--- src/common/lcd_map_pkg.sv ---
// Shared constants, types and state layouts for the panel output mapper
package lcd_map_pkg;

  // ----------------------------------------
  // Panel bus widths
  // ----------------------------------------
  typedef enum logic [1:0] {
    PANEL_W24 = 2'h0,
    PANEL_W18 = 2'h1,
    PANEL_W16 = 2'h2,
    PANEL_W12 = 2'h3
  } panel_width_e;

  localparam int unsigned PIN_COUNT = 24;
  localparam logic [23:0] PINS_RESET = 24'h00_0000;

  // Pin field positions, low bit of the red and green fields (blue always starts at pin 0)
  localparam int unsigned W24_RED_LSB   = 16;
  localparam int unsigned W24_GREEN_LSB = 8;
  localparam int unsigned W18_RED_LSB   = 12;
  localparam int unsigned W18_GREEN_LSB = 6;
  localparam int unsigned W16_RED_LSB   = 11;
  localparam int unsigned W16_GREEN_LSB = 5;
  localparam int unsigned W12_RED_LSB   = 8;
  localparam int unsigned W12_GREEN_LSB = 4;

  // ----------------------------------------
  // Layer layouts seen by the fetch engine
  // ----------------------------------------
  typedef enum logic [3:0] {
    FMT_RGB_LOW       = 4'h0,  // 12 and 16 bpp
    FMT_RGB_PACKED    = 4'h1,  // packed 18, 19, 24 bpp
    FMT_RGB_UNPACKED  = 4'h2,  // unpacked 18 to 32 bpp
    FMT_YUV_ALPHA     = 4'h3,  // alpha_luma_chroma_packed, 32 bpp
    FMT_YUV422_PACKED = 4'h4,
    FMT_YUV422_SEMI   = 4'h5,
    FMT_YUV422_PLANAR = 4'h6,
    FMT_YUV420_SEMI   = 4'h7,
    FMT_YUV420_PLANAR = 4'h8
  } fetch_fmt_e;

  // Rates in thousandths of a pixel per cycle
  localparam logic [12:0] CREDIT_UNIT    = 13'h03e8;
  localparam logic [12:0] RATE_2P        = 13'h07d0;
  localparam logic [12:0] RATE_1P333     = 13'h0535;
  localparam logic [12:0] RATE_1P        = 13'h03e8;
  localparam logic [12:0] RATE_2P66      = 13'h0a64;
  localparam logic [12:0] RATE_4P        = 13'h0fa0;
  localparam logic [12:0] RATE_0P66      = 13'h0294;
  localparam logic [12:0] RATE_0P5       = 13'h01f4;
  localparam logic [12:0] RATE_0P8       = 13'h0320;
  localparam logic [12:0] RATE_0P2       = 13'h00c8;
  localparam logic [12:0] RATE_0P132     = 13'h0084;
  localparam logic [12:0] RATE_0P1       = 13'h0064;
  localparam logic [12:0] RATE_0P16      = 13'h00a0;
  localparam logic [12:0] RATE_NONE      = 13'h0000;
  localparam logic [12:0] CREDIT_RESET   = 13'h0000;

  localparam logic [2:0]  LUMA_BURST     = 3'h4;
  localparam logic [2:0]  LUMA_ROT       = 3'h1;
  localparam logic [2:0]  LUMA_NONE      = 3'h0;
  localparam int unsigned MAX_GRANT      = 4;
  localparam logic [15:0] COUNT_RESET    = 16'h0000;

  // ----------------------------------------
  // Fetch engine state
  // ----------------------------------------
  typedef enum logic [1:0] {
    ST_IDLE  = 2'h1,
    ST_FETCH = 2'h2
  } fetch_state_e;

  typedef struct packed {
    fetch_state_e st;
    logic [12:0]  rate;
    logic [12:0]  credit;
    logic [15:0]  remaining;
    logic [2:0]   granted;
    logic [1:0]   streams;
    logic [2:0]   luma;
    logic         lock;
    logic         done;
    logic         refused;
  } fetch_state_s;

  typedef struct packed {
    logic [23:0] pins;
    logic        valid;
  } lane_state_s;

endpackage

--- src/common/pixel_map_if.sv ---
// Carrier between the top module and the pixel lane mapper
`timescale 1ns/1ps
`default_nettype none
interface pixel_map_if;
  lcd_map_pkg::panel_width_e width;
  logic                      valid;
  logic [7:0]                red;
  logic [7:0]                green;
  logic [7:0]                blue;
  logic [23:0]               pins;
  logic                      pins_valid;

  modport source (
    output width,
    output valid,
    output red,
    output green,
    output blue,
    input  pins,
    input  pins_valid
  );

  modport mapper (
    input  width,
    input  valid,
    input  red,
    input  green,
    input  blue,
    output pins,
    output pins_valid
  );
endinterface
`default_nettype wire

--- src/logic/pixel_lane_mapper.sv ---
// Places one RGB pixel onto the 24 panel data pins for the chosen panel width
`timescale 1ns/1ps
`default_nettype none
module pixel_lane_mapper (
  input  wire logic    mclk,
  input  wire logic    reset,
  pixel_map_if.mapper  m
);

  lcd_map_pkg::lane_state_s q;
  lcd_map_pkg::lane_state_s d;

  function automatic logic [23:0] map_pixel(
    input lcd_map_pkg::panel_width_e w,
    input logic [7:0]                r,
    input logic [7:0]                g,
    input logic [7:0]                b
  );
    logic [23:0] p;
    p = lcd_map_pkg::PINS_RESET;
    case (w)
      lcd_map_pkg::PANEL_W24: begin
        p[lcd_map_pkg::W24_RED_LSB +: 8]   = r;
        p[lcd_map_pkg::W24_GREEN_LSB +: 8] = g;
        p[7:0]                             = b;
      end
      lcd_map_pkg::PANEL_W18: begin
        p[lcd_map_pkg::W18_RED_LSB +: 6]   = r[5:0];
        p[lcd_map_pkg::W18_GREEN_LSB +: 6] = g[5:0];
        p[5:0]                             = b[5:0];
      end
      lcd_map_pkg::PANEL_W16: begin
        p[lcd_map_pkg::W16_RED_LSB +: 5]   = r[4:0];
        p[lcd_map_pkg::W16_GREEN_LSB +: 6] = g[5:0];
        p[4:0]                             = b[4:0];
      end
      lcd_map_pkg::PANEL_W12: begin
        p[lcd_map_pkg::W12_RED_LSB +: 4]   = r[3:0];
        p[lcd_map_pkg::W12_GREEN_LSB +: 4] = g[3:0];
        p[3:0]                             = b[3:0];
      end
      default: begin
        p = lcd_map_pkg::PINS_RESET;
      end
    endcase
    return p;
  endfunction

  always_comb begin
    d       = q;
    d.valid = m.valid;
    // Pins hold the last pixel between strobes so the panel sees stable data
    if (m.valid) begin
      d.pins = map_pixel(m.width, m.red, m.green, m.blue);
    end
  end

  always_ff @(posedge mclk) begin
    if (reset) begin
      q.pins  <= lcd_map_pkg::PINS_RESET;
      q.valid <= 1'b0;
    end else begin
      q <= d;
    end
  end

  assign m.pins       = q.pins;
  assign m.pins_valid = q.valid;

endmodule
`default_nettype wire

--- src/logic/lcd_pixel_output_mapper.sv ---
// Panel pixel output mapper with layer fetch throughput pacing
`timescale 1ns/1ps
`default_nettype none

module lcd_pixel_output_mapper (
  input  wire logic                      mclk,
  input  wire logic                      reset,
  input  wire lcd_map_pkg::panel_width_e panel_width,
  input  wire logic                      pixel_valid,
  input  wire logic [7:0]                pixel_red,
  input  wire logic [7:0]                pixel_green,
  input  wire logic [7:0]                pixel_blue,
  output logic [23:0]                    panel_pixel_pins,
  output logic                           panel_data_valid,
  input  wire lcd_map_pkg::fetch_fmt_e   fetch_format,
  input  wire logic                      rotate_en,
  input  wire logic                      rotate_opt,
  input  wire logic                      dual_bus,
  input  wire logic                      line_start,
  input  wire logic [15:0]               line_pixels,
  output logic                           fetch_busy,
  output logic                           bus_lock,
  output logic [2:0]                     pixels_granted,
  output logic [1:0]                     stream_count,
  output logic [2:0]                     luma_per_cycle,
  output logic                           line_done,
  output logic                           line_refused
);

  // ----------------------------------------
  // Pixel path
  // ----------------------------------------
  pixel_map_if px ();

  assign px.width = panel_width;
  assign px.valid = pixel_valid;
  assign px.red   = pixel_red;
  assign px.green = pixel_green;
  assign px.blue  = pixel_blue;

  pixel_lane_mapper u_lanes (
    .mclk  (mclk),
    .reset (reset),
    .m     (px.mapper)
  );

  assign panel_pixel_pins = px.pins;
  assign panel_data_valid = px.pins_valid;

  // ----------------------------------------
  // Fetch rate table
  // ----------------------------------------
  // Returns the sustained rate; RATE_NONE marks a combination with no support.
  function automatic logic [12:0] fetch_rate(
    input lcd_map_pkg::fetch_fmt_e f,
    input logic                    rot,
    input logic                    opt,
    input logic                    dual
  );
    logic [12:0] r;
    r = lcd_map_pkg::RATE_NONE;
    case (f)
      lcd_map_pkg::FMT_RGB_LOW: begin
        r = !rot ? lcd_map_pkg::RATE_2P
          : (opt ? lcd_map_pkg::RATE_1P : lcd_map_pkg::RATE_0P2);
      end
      lcd_map_pkg::FMT_RGB_PACKED: begin
        r = !rot ? lcd_map_pkg::RATE_1P333
          : (opt ? lcd_map_pkg::RATE_NONE : lcd_map_pkg::RATE_0P2);
      end
      lcd_map_pkg::FMT_RGB_UNPACKED, lcd_map_pkg::FMT_YUV_ALPHA: begin
        r = !rot ? lcd_map_pkg::RATE_1P
          : (opt ? lcd_map_pkg::RATE_1P : lcd_map_pkg::RATE_0P2);
      end
      lcd_map_pkg::FMT_YUV422_PACKED: begin
        r = !rot ? lcd_map_pkg::RATE_2P : lcd_map_pkg::RATE_NONE;
      end
      lcd_map_pkg::FMT_YUV422_SEMI: begin
        if (dual) begin
          r = !rot ? lcd_map_pkg::RATE_4P
            : (opt ? lcd_map_pkg::RATE_1P : lcd_map_pkg::RATE_0P2);
        end else begin
          r = !rot ? lcd_map_pkg::RATE_2P
            : (opt ? lcd_map_pkg::RATE_0P66 : lcd_map_pkg::RATE_0P132);
        end
      end
      lcd_map_pkg::FMT_YUV422_PLANAR: begin
        if (dual) begin
          r = !rot ? lcd_map_pkg::RATE_4P
            : (opt ? lcd_map_pkg::RATE_1P : lcd_map_pkg::RATE_0P2);
        end else begin
          r = !rot ? lcd_map_pkg::RATE_2P
            : (opt ? lcd_map_pkg::RATE_0P5 : lcd_map_pkg::RATE_0P1);
        end
      end
      lcd_map_pkg::FMT_YUV420_SEMI: begin
        if (dual) begin
          r = !rot ? lcd_map_pkg::RATE_4P
            : (opt ? lcd_map_pkg::RATE_1P : lcd_map_pkg::RATE_0P2);
        end else begin
          r = !rot ? lcd_map_pkg::RATE_2P66
            : (opt ? lcd_map_pkg::RATE_0P8 : lcd_map_pkg::RATE_0P16);
        end
      end
      lcd_map_pkg::FMT_YUV420_PLANAR: begin
        if (dual) begin
          r = !rot ? lcd_map_pkg::RATE_4P
            : (opt ? lcd_map_pkg::RATE_1P : lcd_map_pkg::RATE_0P2);
        end else begin
          r = !rot ? lcd_map_pkg::RATE_2P66
            : (opt ? lcd_map_pkg::RATE_0P66 : lcd_map_pkg::RATE_0P132);
        end
      end
      default: begin
        r = lcd_map_pkg::RATE_NONE;
      end
    endcase
    return r;
  endfunction

  // ----------------------------------------
  // Stream layout per format
  // ----------------------------------------
  function automatic logic [1:0] stream_of(input lcd_map_pkg::fetch_fmt_e f);
    logic [1:0] s;
    case (f)
      lcd_map_pkg::FMT_YUV422_SEMI, lcd_map_pkg::FMT_YUV420_SEMI: begin
        s = 2'h2;
      end
      lcd_map_pkg::FMT_YUV422_PLANAR, lcd_map_pkg::FMT_YUV420_PLANAR: begin
        s = 2'h3;
      end
      default: begin
        s = 2'h1;
      end
    endcase
    return s;
  endfunction

  // ----------------------------------------
  // Fetch engine
  // ----------------------------------------
  lcd_map_pkg::fetch_state_s q;
  lcd_map_pkg::fetch_state_s d;

  always_comb begin
    logic [12:0] rate_v;
    logic [12:0] credit_v;
    logic [15:0] rem_v;
    logic [2:0]  grant_v;
    rate_v    = fetch_rate(fetch_format, rotate_en, rotate_opt, dual_bus);
    credit_v  = q.credit;
    rem_v     = q.remaining;
    grant_v   = 3'h0;
    d         = q;
    d.granted = 3'h0;
    d.done    = 1'b0;
    d.refused = 1'b0;
    case (q.st)
      lcd_map_pkg::ST_IDLE: begin
        if (line_start) begin
          // Unsupported layout/rotation pairs are refused, not run slowly
          if (rate_v == lcd_map_pkg::RATE_NONE || line_pixels == lcd_map_pkg::COUNT_RESET) begin
            d.refused = 1'b1;
          end else begin
            d.st        = lcd_map_pkg::ST_FETCH;
            d.rate      = rate_v;
            d.credit    = lcd_map_pkg::CREDIT_RESET;
            d.remaining = line_pixels;
            d.streams   = stream_of(fetch_format);
            d.luma      = (d.streams == 2'h1) ? lcd_map_pkg::LUMA_NONE
                        : (!rotate_en ? lcd_map_pkg::LUMA_BURST
                        : lcd_map_pkg::LUMA_ROT);
            d.lock      = rotate_en && rotate_opt;
          end
        end
      end
      lcd_map_pkg::ST_FETCH: begin
        credit_v = q.credit + q.rate;
        for (int i = 0; i < lcd_map_pkg::MAX_GRANT; i++) begin
          if (credit_v >= lcd_map_pkg::CREDIT_UNIT && rem_v != lcd_map_pkg::COUNT_RESET) begin
            credit_v = credit_v - lcd_map_pkg::CREDIT_UNIT;
            rem_v    = rem_v - 16'h0001;
            grant_v  = grant_v + 3'h1;
          end
        end
        d.credit    = credit_v;
        d.remaining = rem_v;
        d.granted   = grant_v;
        if (rem_v == lcd_map_pkg::COUNT_RESET) begin
          // Lock is released together with the last beat of the line
          d.st   = lcd_map_pkg::ST_IDLE;
          d.done = 1'b1;
          d.lock = 1'b0;
        end
      end
      default: begin
        d.st   = lcd_map_pkg::ST_IDLE;
        d.lock = 1'b0;
      end
    endcase
  end

  always_ff @(posedge mclk) begin
    if (reset) begin
      q.st        <= lcd_map_pkg::ST_IDLE;
      q.rate      <= lcd_map_pkg::RATE_NONE;
      q.credit    <= lcd_map_pkg::CREDIT_RESET;
      q.remaining <= lcd_map_pkg::COUNT_RESET;
      q.granted   <= 3'h0;
      q.streams   <= 2'h0;
      q.luma      <= lcd_map_pkg::LUMA_NONE;
      q.lock      <= 1'b0;
      q.done      <= 1'b0;
      q.refused   <= 1'b0;
    end else begin
      q <= d;
    end
  end

  assign fetch_busy     = (q.st == lcd_map_pkg::ST_FETCH);
  assign bus_lock       = q.lock;
  assign pixels_granted = q.granted;
  assign stream_count   = q.streams;
  assign luma_per_cycle = q.luma;
  assign line_done      = q.done;
  assign line_refused   = q.refused;

endmodule
`default_nettype wire

--- config.mk ---
export PLATFORM = sky130hd
export DESIGN_NAME = lcd_pixel_output_mapper
export DESIGN_NICKNAME = d
export VERILOG_FILES = /design/src/common/lcd_map_pkg.sv /design/src/common/pixel_map_if.sv /design/src/logic/pixel_lane_mapper.sv /design/src/logic/lcd_pixel_output_mapper.sv
export SDC_FILE = /design/constraint.sdc
export NUM_CORES = 1
export LEC_CHECK = 0
export BUFFER_PORTS_ARGS = -buffer_cell sky130_fd_sc_hd__clkbuf_2
export CORE_ASPECT_RATIO = 1.25
export CORE_MARGIN = 3
export CORE_UTILIZATION = 60
export CTS_CLUSTER_DIAMETER = 120
export DETAILED_ROUTE_END_ITERATION = 12
export HOLD_SLACK_MARGIN = 0.02
export PLACE_DENSITY = 0.81
export REMOVE_ABC_BUFFERS = 1
export SLEW_MARGIN = 15
export SYNTH_ARGS = -nofsm -noshare
export SYNTH_HDL_FRONTEND = slang
export SYNTH_SLANG_ARGS = --single-unit
--- constraint.sdc ---
create_clock -name mclk -period 13.8 [get_ports mclk]
set_clock_uncertainty 0.1 [all_clocks]
set_input_delay 3.45 -clock mclk [delete_from_list [all_inputs] [get_ports mclk]]
set_output_delay 3.45 -clock mclk [all_outputs]
set_load 0.005 [all_outputs]
==> results_dict.tcl <==
set metrics [dict create \
    cts_tree "yes" \
    cts_sinks 77 \
    intPower_mw 0.823 \
    crit_path_max_incr_delay_ns 0.72 \
    worstHoldPathType "reg -> reg" \
    synth.yosys.seq_area_share_pct 18.2 \
    ant_nets 0 \
    synth_cell_types 106 \
    nets 1258 \
    p_per_area_mw_per_mm2 191 \
    multi_input_area_mm2 0.00650 \
    postCtsSetupBuffers 0 \
    synth-simple-area-share_pct 30.4 \
    core_area_mm2 0.0138 \
    slew_violations 0 \
    peakVddDrop_mv 0.115 \
    synth_adder_area_share_pct 4.42 \
    diodes 0 \
    arrival_ns 11.64 \
    regArea_mm2 0.00154 \
    clkPwrFrac_pct 13.8 \
    viasPerCell 6.54 \
    drt_iter0_drc 762 \
    post-route-period-util_pct 83.4 \
    grt_pass1_wl_um 41500 \
    synth_top_family_by_area "simple AND/OR/NAND/NOR gates" \
    max-cap-violations 0 \
    cpMostUsedCell "ha_1" \
    synth_compound_area_share_pct 24.4 \
    cts.clk_slew.worst_paths_ns 0.06 \
    grt_setup_unrepaired "false" \
    grt_pass1_vias 8279 \
    mostFrequentLayoutCell "nor2_1" \
    synth_edf_count 0 \
    layout_common_cells "nor2_1 (136), nand2_1 (107), clkbuf_2 (88), a21oi_1 (77), dfxtp_1 (77)" \
    die_area_mm2 0.0156 \
    r2r-start "q[27]" \
    cp-end-kind "flop" \
    synth_warnings 0 \
    cts.path.max_buffers 2 \
    antenna_found_initial 0 \
    synth_mux_area_share_pct 7.84 \
    dp.final_hpwl_um 19200 \
    fin_cells 1355 \
    fp.dieH_um 139 \
    overflow 0 \
    cts_inserted_buffers 9 \
    dr.pass1.iters 5 \
    cp_data_required_time_ns 13.93 \
    drive_gt1_share_pct 14.8 \
    timing.critical_path.buf_inv 3 \
    cts_hold_buf 0 \
    vias 8857 \
    slowest_stage "o21ai_2" \
    postPlaceCellArea_mm2 0.00885 \
    netlist_instances 1148 \
    crit_family "simple AND/OR/NAND/NOR gates" \
    drc 0 \
    synth_xor_area_share_pct 9.33 \
    ys_ff_latch 77 \
    dieWidth_um 112 \
    start_kind "flop" \
    synth_area_mm2 0.00849 \
    power.share.sequential_pct 15.3 \
    h-tree-depth 3 \
    pwr-share-comb_pct 70.9 \
    switching_share_pct 52.8 \
    final_cell_area_mm2 0.00915 \
    routedWlPerCell_um 18.6 \
    drt_wl_total_um 25200 \
    cts_root_buffer "clkbuf_16" \
    status "complete, no violations" \
    grt_max_degree 78 \
    place_inst 1339 \
    fmax_mhz 86.9 \
    start_util_pct 61.5 \
    fin_hold_ws_ns 0.373 \
    num_io_pins 90 \
    critical_path.startpoint "q[27]" \
    port_buffers 88 \
    r2r_slack_ns 2.29 \
    synthArstFlopShare_pct 0 \
    crit_fanout 25 \
    gp_congestion 1.01 \
    min_period_ns 11.51 \
    rows 48 \
    grtUsageTotal_pct 31.4 \
    hold_viol_final 0 \
    avgSynthCellArea_um2 7.40 \
    clock_latency_ns 0.34 \
    area_growth_pct 7.72 \
    finalSetupViolations 0 \
    holdCritStartpoint "u_lanes.m.pins[18]" \
    synth_flop_cell "dfxtp_1" \
    p_leak_nw 3.61 \
    setup_tns_ns 0 \
    relSlewSlack_pct 20.4 \
    cts_resized 0 \
    fill_cells 1257 \
    power.net_switching_mw 0.921 \
    critical_path_class "reg -> reg" \
    worst_slew_pin_slew_ns 1.19 \
]
## logic make-up after synthesis
logic type / count (synthesis)
muxes: 59
and+or+nand+nor: 492
DFF: 77
xor gates and xnor gates: 88
other: 1
adders and majority gates: 30
buffers and inverters: 103
AOI/OAI and AO/OA: 298
## through the flow
stage               worst slack [ns]  power (mW)  util [%]
floorplan                       4.15        1.18         -
global placement                2.75        1.47      64.1
detailed placement              2.47        1.48      64.1
CTS                             2.42        1.72      66.2
global route                    1.17        1.87      66.2
finish                          2.29        1.74      66.2
## layer usage
metal  vias up  part of all wire, %  track usage [%]
met5         -                    0                0
met4         0                  3.4             11.2
met3        63                  7.5             3.54
met2       369                   46             50.7
met1      4145                   43             43.2
li1       4280                    -                -
## cells in the mapped netlist (8+ instances only)
cell	number	share of area (%)
and2_1	10	0.74
dfxtp_1	77	18
o211ai_1	16	1.4
nor3_1	34	2.0
mux2i_1	46	5.4
a31oi_1	14	1.0
or4_1	9	0.80
or2_2	8	0.59
buf_2	10	0.59
nor2b_1	14	1.0
nor2_1	137	6.1
xor2_1	33	3.4
and3_1	15	1.1
o21ai_0	42	2.5
inv_1	21	0.93
o22ai_1	9	0.66
nor3b_1	11	0.97
nand2_1	107	4.7
a21oi_1	77	4.5
a211oi_1	13	1.1
a21o_1	12	1.1
nand3_1	45	2.7
nor4_1	17	1.3
a22oi_1	20	1.8
buf_4	9	0.80
or3_1	12	0.88
clkbuf_1	51	2.3
xnor2_1	53	5.5
ha_1	30	4.4
nand2b_1	18	1.3
nand4_1	15	1.1
## power groups by stage
| stage | sequential, mW | combinational (mW) | clock [mW] |
|---|---|---|---|
| after floorplan | 0.261 | 0.916 | 0 |
| after global placement | 0.269 | 1.20 | 0 |
| after detailed placement | 0.270 | 1.21 | 0 |
| after CTS | 0.265 | 1.21 | 0.242 |
| after global routing | 0.269 | 1.35 | 0.252 |
| final | 0.267 | 1.24 | 0.240 |
## registers in the layout, summed over array words and instances (netlist names)
name                  flops
bus_lock                  1
line_done                 1
line_refused              1
luma_per_cycle            2
pixels_granted            3
q                        42
stream_count              2
u_lanes.m.pins           24
u_lanes.m.pins_valid      1
## worst min-delay path, cell delays in order, from the launching register on
cell	delay [ns]
dfxtp_1	0.31
nand2b_1	0.07
a21oi_1	0.05
## area by class of cell
cell class,instances,share of cell area [%]
Inverter,23,0.944
Tap cell,175,2.39
Sequential cell,77,16.9
Multi-Input combinational cell,968,71.1
Clock buffer,9,2.46
Timing Repair Buffer,96,5.47
Clock inverter,7,0.793
## worst paths after layout
kind / to / cells past startpoint
setup / recovery: q[54] / 35
hold / removal: u_lanes.m.pins[18] / 2
setup reg to reg: q[54] / 35
hold reg to reg: u_lanes.m.pins[18] / 2
(Power assumes the default switching activity.)
